### src/shared/esp_pkg.sv
package esp_pkg;
    // ******************************************************
    // bus and register map
    // ******************************************************
    localparam int ADDR_W = 8;
    localparam logic [7:0] OFS_SERIAL_CONTROL_REG = 8'h00;
    localparam logic [7:0] OFS_SERIAL_DATA_BUFFER = 8'h04;
    localparam logic [7:0] OFS_SERIAL_STATUS_REG = 8'h08;
    localparam logic [7:0] OFS_POWER_CONTROL_REG = 8'h0C;
    localparam logic [7:0] OFS_BGC = 8'h10;
    localparam logic [7:0] OFS_DIVL = 8'h14;
    localparam logic [7:0] OFS_DIVH = 8'h18;
    // ******************************************************
    // field positions
    // ******************************************************
    localparam int SC_SM0 = 7;
    localparam int SC_REN = 4;
    localparam int SC_TB8 = 3;
    localparam int SC_RB8 = 2;
    localparam int SC_TI = 1;
    localparam int SC_RI = 0;
    localparam int SS_TX_DOUBLE_BUFFER_ENABLE = 7;
    localparam int SS_BRK = 1;
    localparam int SS_FE = 0;
    localparam int PC_RATE_DOUBLE_SELECT = 7;
    localparam int PC_FRAMING_VIEW_SELECT = 6;
    localparam int BG_EN = 0;
    localparam int BG_SRC = 1;
    localparam int BG_BRST = 2;
    // ******************************************************
    // reset values
    // ******************************************************
    localparam logic [7:0] RST_BYTE = 8'h00;
    localparam logic [15:0] RST_DIV = 16'h0000;
    // ******************************************************
    // timing
    // ******************************************************
    localparam logic [3:0] OS_LAST = 4'hF;
    localparam logic [3:0] OS_HALF = 4'h7;
    localparam logic [3:0] M0_LAST_BIT = 4'h7;
    localparam logic [7:0] BRK_TICKS = 8'hB0;
    localparam logic [3:0] STOP_IDX_8 = 4'h9;
    localparam logic [3:0] STOP_IDX_9 = 4'hA;
    localparam logic [3:0] NINTH_IDX = 4'h9;

    typedef enum logic [1:0] {MODE_SHIFT, MODE_8BIT, MODE_9FIX, MODE_9VAR} mode_t;
endpackage : esp_pkg

### src/rtl/enhanced_serial_port.sv
`timescale 1ns/100ps
module enhanced_serial_port (
    // clock and reset
    input wire logic pclk,
    input wire logic presetn,
    // apb slave
    input wire logic psel,
    input wire logic penable,
    input wire logic pwrite,
    input wire logic [esp_pkg::ADDR_W-1:0] paddr,
    input wire logic [31:0] pwdata,
    output logic [31:0] prdata,
    output logic pready,
    output logic pslverr,
    // baud source
    input wire logic timer1_overflow,
    // serial pins
    output logic txd,
    input wire logic rxd_in,
    output logic rxd_out,
    output logic rxd_oe_n,
    // system
    output logic break_reset_req
);
    import esp_pkg::*;

    // ******************************************************
    // helpers
    // ******************************************************
    function automatic logic [3:0] stop_idx(input mode_t m);
        return (m == MODE_8BIT) ? STOP_IDX_8 : STOP_IDX_9;
    endfunction : stop_idx

    typedef enum {R_IDLE, R_START, R_BITS} rx_state_t;
    typedef enum {T_IDLE, T_SEND, T_SHIFT0} tx_state_t;

    // ******************************************************
    // registers
    // ******************************************************
    logic [7:0] serial_control_reg_q, serial_control_reg_d, serial_control_reg_w, rbuf_q, rbuf_d;
    logic fe_q, fe_d, brk_q, brk_d, tx_double_buffer_enable_q, rate_double_select_q, framing_view_select_q;
    logic [2:0] bgc_q;
    logic [15:0] div_q, brg_cnt_q;
    logic [31:0] prdata_q;
    logic brk_rst_q;

    // ******************************************************
    // apb decode
    // ******************************************************
    wire acc = psel & penable;
    wire wr = acc & pwrite;
    wire rd_setup = psel & ~penable & ~pwrite;
    wire hit_serial_control_reg = paddr == OFS_SERIAL_CONTROL_REG;
    wire hit_serial_data_buffer = paddr == OFS_SERIAL_DATA_BUFFER;
    wire hit_serial_status_reg = paddr == OFS_SERIAL_STATUS_REG;
    wire hit_power_control_reg = paddr == OFS_POWER_CONTROL_REG;
    wire hit_bgc = paddr == OFS_BGC;
    wire hit_divl = paddr == OFS_DIVL;
    wire hit_divh = paddr == OFS_DIVH;
    wire mapped = hit_serial_control_reg | hit_serial_data_buffer | hit_serial_status_reg | hit_power_control_reg | hit_bgc | hit_divl | hit_divh;
    wire wr_serial_control_reg = wr & hit_serial_control_reg;
    wire wr_serial_data_buffer = wr & hit_serial_data_buffer;
    wire wr_serial_status_reg = wr & hit_serial_status_reg;
    wire [7:0] wb = pwdata[7:0];

    // control bit 7 shows framing error instead of mode bit
    wire [7:0] serial_control_reg_view = {framing_view_select_q ? fe_q : serial_control_reg_q[SC_SM0], serial_control_reg_q[6:0]};
    wire [7:0] rd_val = hit_serial_control_reg ? serial_control_reg_view :
                        hit_serial_data_buffer ? rbuf_q :
                        hit_serial_status_reg ? {tx_double_buffer_enable_q, 5'h00, brk_q, fe_q} :
                        hit_power_control_reg ? {rate_double_select_q, framing_view_select_q, 6'h00} :
                        hit_bgc ? {5'h00, bgc_q} :
                        hit_divl ? div_q[7:0] :
                        hit_divh ? div_q[15:8] : 8'h00;

    assign pready = 1'b1;
    assign pslverr = acc & ~mapped;
    assign prdata = prdata_q;

    // ******************************************************
    // mode and baud ticks
    // ******************************************************
    wire mode_t mode = mode_t'(serial_control_reg_q[7:6]);
    wire ren = serial_control_reg_q[SC_REN];
    wire bg_en = bgc_q[BG_EN];
    wire bg_src = bgc_q[BG_SRC];
    logic t1_half_q, fix_half_q;

    wire brg_tick = bg_en & (brg_cnt_q == div_q);
    wire t1_tick = timer1_overflow & (rate_double_select_q | t1_half_q);
    wire var_tick = bg_src ? brg_tick : t1_tick;
    wire fix_tick = rate_double_select_q | fix_half_q;
    // one tick is a sixteenth of a bit; no timer 2 path exists
    wire os_tick = (mode == MODE_9FIX) ? fix_tick : var_tick;

    always_ff @(posedge pclk or negedge presetn) begin
        if (!presetn) begin
            brg_cnt_q <= RST_DIV;
            t1_half_q <= 1'b0;
            fix_half_q <= 1'b0;
        end else begin
            brg_cnt_q <= (!bg_en || brg_tick) ? RST_DIV : brg_cnt_q + 16'h0001;
            if (timer1_overflow) begin
                t1_half_q <= ~t1_half_q;
            end
            fix_half_q <= ~fix_half_q;
        end
    end

    // ******************************************************
    // receive pin synchroniser and break detect
    // ******************************************************
    logic rx_s1_q, rx_s2_q;
    logic rx_prev_q;
    logic [7:0] brk_cnt_q;
    wire rx_s = rx_s2_q;
    // start needs a falling edge: a line left low by a bad stop bit is no new frame
    wire rx_fall = rx_prev_q & ~rx_s;
    wire brk_set = (mode != MODE_SHIFT) & os_tick & ~rx_s & (brk_cnt_q == BRK_TICKS - 8'h01);

    always_ff @(posedge pclk or negedge presetn) begin
        if (!presetn) begin
            rx_s1_q <= 1'b1;
            rx_s2_q <= 1'b1;
            // idle level, so no false edge after reset
            rx_prev_q <= 1'b1;
            brk_cnt_q <= 8'h00;
        end else begin
            rx_s1_q <= rxd_in;
            rx_s2_q <= rx_s1_q;
            rx_prev_q <= rx_s;
            if (rx_s || mode == MODE_SHIFT) begin
                brk_cnt_q <= 8'h00;
            end else if (os_tick && brk_cnt_q != BRK_TICKS) begin
                brk_cnt_q <= brk_cnt_q + 8'h01;
            end
        end
    end

    // ******************************************************
    // asynchronous receiver
    // ******************************************************
    rx_state_t rx_state_q;
    logic [3:0] rx_tc_q, rx_bc_q;
    logic [8:0] rx_sh_q;
    wire rx_mid = (rx_state_q == R_BITS) & os_tick & (rx_tc_q == OS_LAST);
    wire rx_fin = rx_mid & (rx_bc_q == stop_idx(mode));
    wire rx_load = rx_fin & ~serial_control_reg_q[SC_RI];
    wire [7:0] rx_byte = (mode == MODE_8BIT) ? rx_sh_q[8:1] : rx_sh_q[7:0];
    wire rx_ninth = (mode == MODE_8BIT) ? rx_s : rx_sh_q[8];

    always_ff @(posedge pclk or negedge presetn) begin
        if (!presetn) begin
            rx_state_q <= R_IDLE;
            rx_tc_q <= 4'h0;
            rx_bc_q <= 4'h0;
            rx_sh_q <= 9'h000;
        end else begin
            unique case (rx_state_q)
                R_IDLE: begin
                    rx_tc_q <= 4'h0;
                    if (ren && mode != MODE_SHIFT && rx_fall) begin
                        rx_state_q <= R_START;
                    end
                end
                R_START: begin
                    if (os_tick) begin
                        rx_tc_q <= rx_tc_q + 4'h1;
                        if (rx_tc_q == OS_HALF) begin
                            // glitch shorter than half a bit is no start
                            rx_state_q <= rx_s ? R_IDLE : R_BITS;
                            rx_tc_q <= 4'h0;
                            rx_bc_q <= 4'h1;
                        end
                    end
                end
                R_BITS: begin
                    if (os_tick) begin
                        rx_tc_q <= rx_tc_q + 4'h1;
                    end
                    if (rx_fin) begin
                        rx_state_q <= R_IDLE;
                    end else if (rx_mid) begin
                        rx_sh_q <= {rx_s, rx_sh_q[8:1]};
                        rx_bc_q <= rx_bc_q + 4'h1;
                    end
                end
            endcase
        end
    end

    // ******************************************************
    // transmitter and mode 0 shifter
    // ******************************************************
    tx_state_t tx_state_q;
    logic [3:0] tx_tc_q, tx_bc_q;
    logic [7:0] tx_dat_q;
    logic tx_n8_q, hb_v_q, m0_rx_q, txd_q, rxo_q, rxoe_n_q;
    logic [8:0] hb_q;

    wire db = tx_double_buffer_enable_q & (mode != MODE_SHIFT);
    wire idle = tx_state_q == T_IDLE;
    wire tx_end_bit = (tx_state_q == T_SEND) & os_tick & (tx_tc_q == OS_LAST);
    wire tx_last = tx_bc_q == stop_idx(mode);
    wire tx_chain = tx_end_bit & tx_last & db & hb_v_q;
    wire take = (idle & hb_v_q & (mode != MODE_SHIFT)) | tx_chain;
    wire take0 = idle & hb_v_q & (mode == MODE_SHIFT);
    wire m0_rx_go = idle & ~hb_v_q & (mode == MODE_SHIFT) & ren & ~serial_control_reg_q[SC_RI];
    wire [3:0] tx_tc_inc = tx_tc_q + 4'h1;
    wire m0_fin = (tx_state_q == T_SHIFT0) & (tx_tc_q == OS_LAST) & (tx_bc_q == M0_LAST_BIT);
    // single buffered: ninth bit read live so software may set it late
    wire tx_ninth = db ? tx_n8_q : serial_control_reg_q[SC_TB8];
    wire [3:0] nb = tx_bc_q + 4'h1;
    wire nb_line = (nb <= 4'h8) ? tx_dat_q[nb[2:0] - 3'h1] :
                   (nb == NINTH_IDX && mode != MODE_8BIT) ? tx_ninth : 1'b1;

    wire ti_set = (take & db) | (tx_end_bit & tx_last & ~db) | (m0_fin & ~m0_rx_q);
    wire ri_set = rx_load | (m0_fin & m0_rx_q);

    always_ff @(posedge pclk or negedge presetn) begin
        if (!presetn) begin
            tx_state_q <= T_IDLE;
            tx_tc_q <= 4'h0;
            tx_bc_q <= 4'h0;
            tx_dat_q <= RST_BYTE;
            tx_n8_q <= 1'b0;
            hb_q <= 9'h000;
            hb_v_q <= 1'b0;
            m0_rx_q <= 1'b0;
            txd_q <= 1'b1;
            rxo_q <= 1'b1;
            rxoe_n_q <= 1'b1;
        end else begin
            if (wr_serial_data_buffer) begin
                hb_q <= {serial_control_reg_q[SC_TB8], wb};
                hb_v_q <= 1'b1;
            end else if (take || take0) begin
                hb_v_q <= 1'b0;
            end
            if (take) begin
                tx_state_q <= T_SEND;
                tx_dat_q <= hb_q[7:0];
                tx_n8_q <= hb_q[8];
                tx_tc_q <= 4'h0;
                tx_bc_q <= 4'h0;
                txd_q <= 1'b0;
            end else if (take0 || m0_rx_go) begin
                tx_state_q <= T_SHIFT0;
                tx_dat_q <= take0 ? hb_q[7:0] : 8'hFF;
                m0_rx_q <= ~take0;
                tx_tc_q <= 4'h0;
                tx_bc_q <= 4'h0;
                txd_q <= 1'b0;
                rxo_q <= take0 ? hb_q[0] : 1'b1;
                rxoe_n_q <= ~take0;
            end else if (tx_state_q == T_SEND) begin
                if (os_tick) begin
                    tx_tc_q <= tx_tc_inc;
                end
                if (tx_end_bit && tx_last) begin
                    tx_state_q <= T_IDLE;
                    txd_q <= 1'b1;
                end else if (tx_end_bit) begin
                    tx_bc_q <= nb;
                    txd_q <= nb_line;
                end
            end else if (tx_state_q == T_SHIFT0) begin
                // clock low for eight cycles, high for eight
                tx_tc_q <= tx_tc_inc;
                txd_q <= m0_fin | tx_tc_inc[3];
                if (tx_tc_q == OS_LAST) begin
                    tx_dat_q <= {rx_s, tx_dat_q[7:1]};
                    tx_bc_q <= nb;
                    rxo_q <= m0_fin | m0_rx_q | tx_dat_q[1];
                end
                if (m0_fin) begin
                    tx_state_q <= T_IDLE;
                    rxoe_n_q <= 1'b1;
                end
            end
        end
    end

    assign txd = txd_q;
    assign rxd_out = rxo_q;
    assign rxd_oe_n = rxoe_n_q;

    // ******************************************************
    // control and status registers
    // ******************************************************
    // with view select set, a write to bit 7 reaches the error flag
    assign serial_control_reg_w = wr_serial_control_reg ? {framing_view_select_q ? serial_control_reg_q[SC_SM0] : wb[SC_SM0], wb[6:0]} : serial_control_reg_q;
    assign serial_control_reg_d = {serial_control_reg_w[7:3], rx_load ? rx_ninth : serial_control_reg_w[SC_RB8],
                     serial_control_reg_w[SC_TI] | ti_set, serial_control_reg_w[SC_RI] | ri_set};
    assign rbuf_d = rx_load ? rx_byte : (m0_fin & m0_rx_q) ? {rx_s, tx_dat_q[7:1]} : rbuf_q;
    assign fe_d = (rx_fin & ~rx_s) |
                  ((wr_serial_control_reg & framing_view_select_q) ? fe_q & wb[SC_SM0] :
                   wr_serial_status_reg ? fe_q & wb[SS_FE] : fe_q);
    assign brk_d = brk_set | (wr_serial_status_reg ? brk_q & wb[SS_BRK] : brk_q);

    always_ff @(posedge pclk or negedge presetn) begin
        if (!presetn) begin
            serial_control_reg_q <= RST_BYTE;
            rbuf_q <= RST_BYTE;
            fe_q <= 1'b0;
            brk_q <= 1'b0;
            brk_rst_q <= 1'b0;
            prdata_q <= 32'h0000_0000;
        end else begin
            serial_control_reg_q <= serial_control_reg_d;
            rbuf_q <= rbuf_d;
            fe_q <= fe_d;
            brk_q <= brk_d;
            brk_rst_q <= brk_d & bgc_q[BG_BRST];
            if (rd_setup) begin
                prdata_q <= {24'h00_0000, rd_val};
            end
        end
    end

    always_ff @(posedge pclk or negedge presetn) begin
        if (!presetn) begin
            tx_double_buffer_enable_q <= 1'b0;
            rate_double_select_q <= 1'b0;
            framing_view_select_q <= 1'b0;
            bgc_q <= 3'h0;
            div_q <= RST_DIV;
        end else if (wr) begin
            if (hit_serial_status_reg) begin
                tx_double_buffer_enable_q <= wb[SS_TX_DOUBLE_BUFFER_ENABLE];
            end
            if (hit_power_control_reg) begin
                rate_double_select_q <= wb[PC_RATE_DOUBLE_SELECT];
                framing_view_select_q <= wb[PC_FRAMING_VIEW_SELECT];
            end
            if (hit_bgc) begin
                bgc_q <= wb[2:0];
            end
            if (hit_divl) begin
                div_q[7:0] <= wb;
            end
            if (hit_divh) begin
                div_q[15:8] <= wb;
            end
        end
    end

    assign break_reset_req = brk_rst_q;
endmodule : enhanced_serial_port

### config.mk
export PLATFORM = sky130hd
export DESIGN_NAME = enhanced_serial_port
export DESIGN_NICKNAME = d
export VERILOG_FILES = /design/src/shared/esp_pkg.sv /design/src/rtl/enhanced_serial_port.sv
export SDC_FILE = /design/constraint.sdc
export NUM_CORES = 1
export LEC_CHECK = 0
export BUFFER_PORTS_ARGS = -buffer_cell sky130_fd_sc_hd__buf_2
export CORE_UTILIZATION = 45
export DETAILED_ROUTE_END_ITERATION = 10
export PLACE_DENSITY_LB_ADDON = 0.1
export SYNTH_ARGS = -nofsm -noshare
export SYNTH_HDL_FRONTEND = slang
export SYNTH_SLANG_ARGS = --single-unit
### constraint.sdc
create_clock -name pclk -period 3.65 [get_ports pclk]
set_input_delay 0.5475 -clock pclk [delete_from_list [all_inputs] [get_ports pclk]]
set_output_delay 0.5475 -clock pclk [all_outputs]
set_load 0.03 [all_outputs]
After elaboration in Yosys (flattened, before gate mapping)
Cells that the tools add are included.
{ "totals": {"output_inout_bits": 38, "regBits": 190, "elab_cells": 290, "in_bits": 47} }
{ "classes": {"n_addsub": 7, "muxes": 84, "eq_ne": 38, "order_cmp": 2, "reduce_logical": 46, "n_bitwise": 76} }
{ "ops": {"columns": ["operator", "count"], "rows": [
  ["32-bit two-way mux", 10],
  ["8-bit two-way mux", 18],
  ["32-bit one-hot mux with 3 select lines", 1],
  ["4-bit two-way mux", 19],
  ["32-bit by 2-bit equality test with 1-bit output (second input constant)", 2],
  ["32-bit by 3-bit equality test with 1-bit output (second input constant)", 2],
  ["32-bit zero test", 2],
  ["1-bit bitwise AND", 43],
  ["32-bit by 1-bit equality test with 1-bit output (second input constant)", 1],
  ["1-bit two-way mux", 29],
  ["8-bit by 5-bit equality test with 1-bit output (second input constant)", 3],
  ["2-bit AND reduction", 10],
  ["1-bit OR", 19],
  ["2-bit nonzero test", 9],
  ["16-bit by 1-bit adder with 16-bit output (second input constant)", 1],
  ["4-bit by 1-bit adder with 4-bit output (second input constant)", 4],
  ["16-bit equality test", 1],
  ["8-bit by 4-bit equality test with 1-bit output (second input constant)", 2],
  ["16-bit two-way mux", 1],
  ["4-bit AND reduction", 4],
  ["2-bit != test (second input constant)", 7],
  ["1-bit inverter", 14],
  ["4-bit equality test (second input constant)", 3],
  ["4-bit one-hot mux with 3 select lines", 1],
  ["other kinds (30)", 47]
]} }

Longest topological paths before layout
{ "logic_depth": {"word_depth": 14, "mapped_depth": 10, "ltp_nobuf": 9} }

Worst setup path after synthesis
OpenSTA, ideal clock, no wires.
{ "synth_timing": {"path_type": "reg2reg", "start": "reg brg_cnt_q[0]", "end": "reg rx_sh_q[0]", "path_slack_ps": 1183, "period_less_slack_ps": 2467, "path_buffers": 1, "t_arrival_ps": 2341, "stages_incl_launch_ff": 10, "required_ps": 3525, "setup_ps": 125, "path_cell_list": "dfrtp_1 xor2_1 nor4_1 nand4_2 o21a_4 nor2_8 nand3_2 or3_1 buf_6 mux2_4"} }
{ "synth_between": {"elab_chain_len": 9} }
{ "synth_rtl": {"columns": ["element", "line", "rtl"], "rows": [
  ["start, declared", "enhanced_serial_port.sv:43", "logic [15:0] div_q, brg_cnt_q;"],
  ["start signal, assigned", "enhanced_serial_port.sv:102", "brg_cnt_q <= (!bg_en || brg_tick) ? RST_DIV : brg_cnt_q + 16'h0001;"],
  ["16-bit equality test *", "enhanced_serial_port.sv:89", "wire brg_tick = bg_en & (brg_cnt_q == div_q);"],
  ["1-bit bitwise AND *", "enhanced_serial_port.sv:89", null],
  ["1-bit two-way mux *", "enhanced_serial_port.sv:91", "wire var_tick = bg_src ? brg_tick : t1_tick;"],
  ["1-bit two-way mux *", "enhanced_serial_port.sv:94", "wire os_tick = (mode == MODE_9FIX) ? fix_tick : var_tick;"],
  ["1-bit bitwise AND * (2 in series)", "enhanced_serial_port.sv:146", "wire rx_mid = (rx_state_q == R_BITS) & os_tick & (rx_tc_q == OS_LAST);"],
  ["1-bit bitwise AND", "enhanced_serial_port.sv:147", "wire rx_fin = rx_mid & (rx_bc_q == stop_idx(mode));"],
  ["1-bit inverter (no line)", null, null],
  ["3-bit AND reduction (no line) *", null, null],
  ["end signal, assigned", "enhanced_serial_port.sv:184", "rx_sh_q <= {rx_s, rx_sh_q[8:1]};"],
  ["end, declared", "enhanced_serial_port.sv:145", "logic [8:0] rx_sh_q;"]
]} }
Mark *: on every way between the ends. The rest lies on a longest branch, timed or not.
A chain may end at the register's enable or synchronous reset.

Final worst setup path
{ "layout_timing": {"start": "reg div_q[8]", "end": "reg rbuf_q[1]"} }
{ "layout_between": {"elab_chain_len": 9, "elab_cells_between_ends": 10, "classes_between": "1 x eq/ne; 3 x mux; 5 x bitwise; 1 x reduce/logical"} }
{ "layout_rtl": {"columns": ["element", "line", "rtl"], "rows": [
  ["start, declared", "enhanced_serial_port.sv:43", null],
  ["start signal, assigned", "enhanced_serial_port.sv:343", "div_q[15:8] <= wb;"],
  ["16-bit equality test *", "enhanced_serial_port.sv:89", null],
  ["1-bit bitwise AND *", "enhanced_serial_port.sv:89", null],
  ["1-bit two-way mux *", "enhanced_serial_port.sv:91", null],
  ["1-bit two-way mux *", "enhanced_serial_port.sv:94", null],
  ["1-bit bitwise AND * (2 in series)", "enhanced_serial_port.sv:146", null],
  ["1-bit bitwise AND *", "enhanced_serial_port.sv:147", null],
  ["1-bit bitwise AND *", "enhanced_serial_port.sv:148", "wire rx_load = rx_fin & ~serial_control_reg_q[SC_RI];"],
  ["8-bit two-way mux / 2-bit nonzero test (equally long branches)", null, null],
  ["end signal, assigned", "enhanced_serial_port.sv:311", "rbuf_q <= rbuf_d;"],
  ["end, declared", "enhanced_serial_port.sv:40", "logic [7:0] serial_control_reg_q, serial_control_reg_d, serial_control_reg_w, rbuf_q, rbuf_d;"]
]} }
Marked as above.

==> impl_metrics.sql <==
INSERT INTO impl_metrics (metric_group, metric, value, unit) VALUES
('cts', 'post_cts_resize_count', '0', ''),
('synthesis', 'synthCells', '649', ''),
('synthesis', 'synth_xor_xnor_area_share', '4.929', '%'),
('outcome', 'status', 'complete, no violations', ''),
('power', 'power_per_cell_area', '466.6', 'nW/um^2'),
('global_routing', 'grt_remaining_overflow', '0', ''),
('placement', 'placed_cells', '858', ''),
('placement', 'portBuffers', '35', ''),
('worst_setup_path', 'worst-endpoint-arrival', '3.30', 'ns'),
('floorplan', 'die_width', '126.1', 'um'),
('layout', 'layout.cells.most_common', 'sky130_fd_sc_hd__dfrtp_1', ''),
('cts', 'clock_pin_slew_worst_setup_and_hold_paths', '0.06', 'ns'),
('worst_setup_path', 'crit_fanout', '10', ''),
('synthesis', 'postSynthAreaPerCell', '10.68', 'sq um'),
('worst_setup_path', 'rr_endpoint', 'rbuf_q[1]', ''),
('sta', 'maxClockFrequency', '337.5', 'MHz'),
('floorplan', 'floorplan.io_pins', '85', ''),
('cts', 'total_number_of_h_tree_levels', '4', ''),
('layout', 'layout-drive-gt1-share', '21.39', '%'),
('synthesis', 'synth_compound_area_share', '10.69', '%'),
('worst_setup_path', 'worstSetupStartpoint', 'div_q[8]', ''),
('layout', 'stdcell_count', '890', ''),
('placement', 'gp_routability_congestion', '0.8716', ''),
('floorplan', 'fp-row-count', '44', ''),
('synthesis', 'synth_adder_area_share', '2.166', '%'),
('layout', 'nets', '752', ''),
('drt', 'finalWirelength', '16.43', 'mm'),
('synthesis', 'synth_top_family_by_area', 'simple AND/OR/NAND/NOR gates', ''),
('layout', 'layout_common_cells', 'sky130_fd_sc_hd__dfrtp_1, sky130_fd_sc_hd__nor2_1, sky130_fd_sc_hd__nand2_1', ''),
('drt', 'iteration_0_drc_count_of_the_detailed_router', '382', ''),
('drt', 'detailroute.via_count', '5025', ''),
('placement', 'hpwl', '11.87', 'mm'),
('synthesis', 'synth.yosys.seq_area_share', '47.05', '%'),
('cts', 'maximum_clock_path_buffer_count', '2', ''),
('sta', 'fin_setup_tns', '0', 'ns'),
('synthesis', 'yosys_warnings', '0', ''),
('sta', 'final.setup_skew', '0.008077', 'ns'),
('cts', 'cts_made_buffers', '17', ''),
('worst_setup_path', 'startpoint_class', 'flip-flop', ''),
('power', 'vdd_drop_max', '328.8', 'uV'),
('cts', 'cts.sink_count', '130', ''),
('sta', 'min_period', '2.963', 'ns'),
('flow_run', 'cap_viol_max_count', '0', ''),
('synthesis', 'synth_edf_count', '0', ''),
('sta', 'report.final.slew_viol_count', '0', ''),
('floorplan', 'floorplan.die.height', '126.1', 'um'),
('synthesis', 'synthMuxAreaShare', '13.54', '%'),
('layout', 'filler_cells', '1331', ''),
('synthesis', 'yosysTopAreaCell', 'sky130_fd_sc_hd__dfrtp_1', ''),
('sta', 'fin_crit_sh', '81.17', '%'),
('synthesis', 'asyncSetResetFlopFracSynth', '100.0', '%'),
('synthesis', 'ys_top_cells_by_area', 'sky130_fd_sc_hd__dfrtp_1, sky130_fd_sc_hd__mux2_2, sky130_fd_sc_hd__mux2i_1, sky130_fd_sc_hd__xor2_1, sky130_fd_sc_hd__nor2_1', ''),
('worst_setup_path', 'cp.required', '3.99', 'ns'),
('synthesis', 'synthSimpleGateAreaFrac', '16.50', '%'),
('synthesis', 'synthesis.area', '6930', 'sq um'),
('sta', 'final_setup_viols', '0', ''),
('drt', 'detail-route-antenna-nets', '0', ''),
('min_path', 'min_path_type', 'in2async', ''),
('placement', 'pre_cts_slack', '0.6866', 'ns'),
('global_routing', 'grt_max_degree', '108', ''),
('sta', 'worst_slew_pin_slew', '1.020', 'ns'),
('sta', 'report.final.hold_viol_count', '0', ''),
('sta', 'fin_ws', '0.6872', 'ns'),
('worst_setup_path', 'path_class', 'reg2reg', ''),
('cts', 'clock_network_latency_to_the_later_pin_of_the_worst_skew_pair', '0.42', 'ns'),
('worst_setup_path', 'reg2reg_start', 'div_q[8]', ''),
('synthesis', 'ys_ff_latch', '130', ''),
('floorplan', 'core_footprint', '14750', 'sq um'),
('layout', 'diodes', '0', ''),
('floorplan', 'initial_utilization', '46.97', '%'),
('cts', 'tritoncts', 'done', '');
## power by group
part           internal (mW)  switching, mW
Sequential              1.50         0.0460
Combinational          0.146          0.274
Clock                   1.05          0.631
Total                   2.70          0.951
## how the worst max path moves through the flow
stage	to	slack, ns
global placement	rx_sh_q[7]	0.71
finish	rbuf_q[1]	0.69
CTS	rbuf_q[1]	0.67
detailed placement	rx_sh_q[0]	0.69
floorplan	rx_sh_q[0]	1.18
global route	rbuf_q[1]	0.51
## cells by family (layout without fill, tap and decap cells)
kind of cell               Yosys count  count (layout)
AOI/OAI and AO/OA                  110             110
xor gates and xnor gates            39              39
adders and majority gates           12              12
buffers and inverters               64              98
DFF                                130             130
muxes                               82              82
other                                2              25
and+or+nand+nor                    210             210
## state kept, by name (all words and copies together), names as in the netlist, 2 cells and up
| signal | flops |
|---|---|
| div_q | 16 |
| tx_state_q | 2 |
| tx_dat_q | 8 |
| tx_bc_q | 4 |
| rx_bc_q | 4 |
| bgc_q | 3 |
| serial_control_reg_q | 8 |
| tx_tc_q | 4 |
| prdata | 8 |
| hb_q | 9 |
| brk_cnt_q | 8 |
| rbuf_q | 8 |
| brg_cnt_q | 16 |
| rx_sh_q | 9 |
| rx_state_q | 2 |
| rx_tc_q | 4 |
## worst max-delay path, cell delays in order (launching register included)
cell	delay, ns
sky130_fd_sc_hd__dfrtp_1	0.43
sky130_fd_sc_hd__xor2_1	0.19
sky130_fd_sc_hd__nor4_2	0.34
sky130_fd_sc_hd__nand4_2	0.31
sky130_fd_sc_hd__o21ai_2	0.35
sky130_fd_sc_hd__nand2_2	0.19
sky130_fd_sc_hd__or4_4	0.58
sky130_fd_sc_hd__nor2_8	0.25
sky130_fd_sc_hd__mux2i_1	0.23
## stage by stage
| stage | util (%) | instance area [sq um] | power, mW |
|---|---|---|---|
| 2_1_floorplan | - | 7017 | 1.881 |
| 3_3_place_gp | 49.09 | 7243 | 1.982 |
| 3_5_place_dp | 49.09 | 7243 | 1.994 |
| 4_1_cts | 53.03 | 7824 | 3.691 |
| 5_1_grt | 53.03 | 7824 | 3.812 |
| 6_report | 53.03 | 7824 | 3.650 |
## routing by layer
layer	global-route usage (%)	up-vias	wire length [um]
li1	-	2386	-
met3	5.480	18	818
met4	8.079	0	335
met2	33.67	136	7355
met5	0	-	0
met1	31.12	2485	7922
## Yosys cell counts (all sizes together), types with 10 or more instances
library cell  number
nor2              57
dfrtp            124
nand2             50
xor2              29
nand3             22
nor3              11
xnor2             10
mux2              47
a21oi             21
nor4              11
mux2i             33
o21ai             28
clkbuf            12
buf               31
ha                12
nand4             10
inv               21
## layout make-up
cell class	count	area, sq um	area share (%)
multi-input combinational	478	3408	43.56
sequential	130	3261	41.68
clock inverter	10	106.4	1.359
clock buffer	22	474.2	6.061
tap	184	230.2	2.943
timing repair buffer	45	265.3	3.390
inverter	21	78.83	1.008
Power figures use the tool's default switching activity.
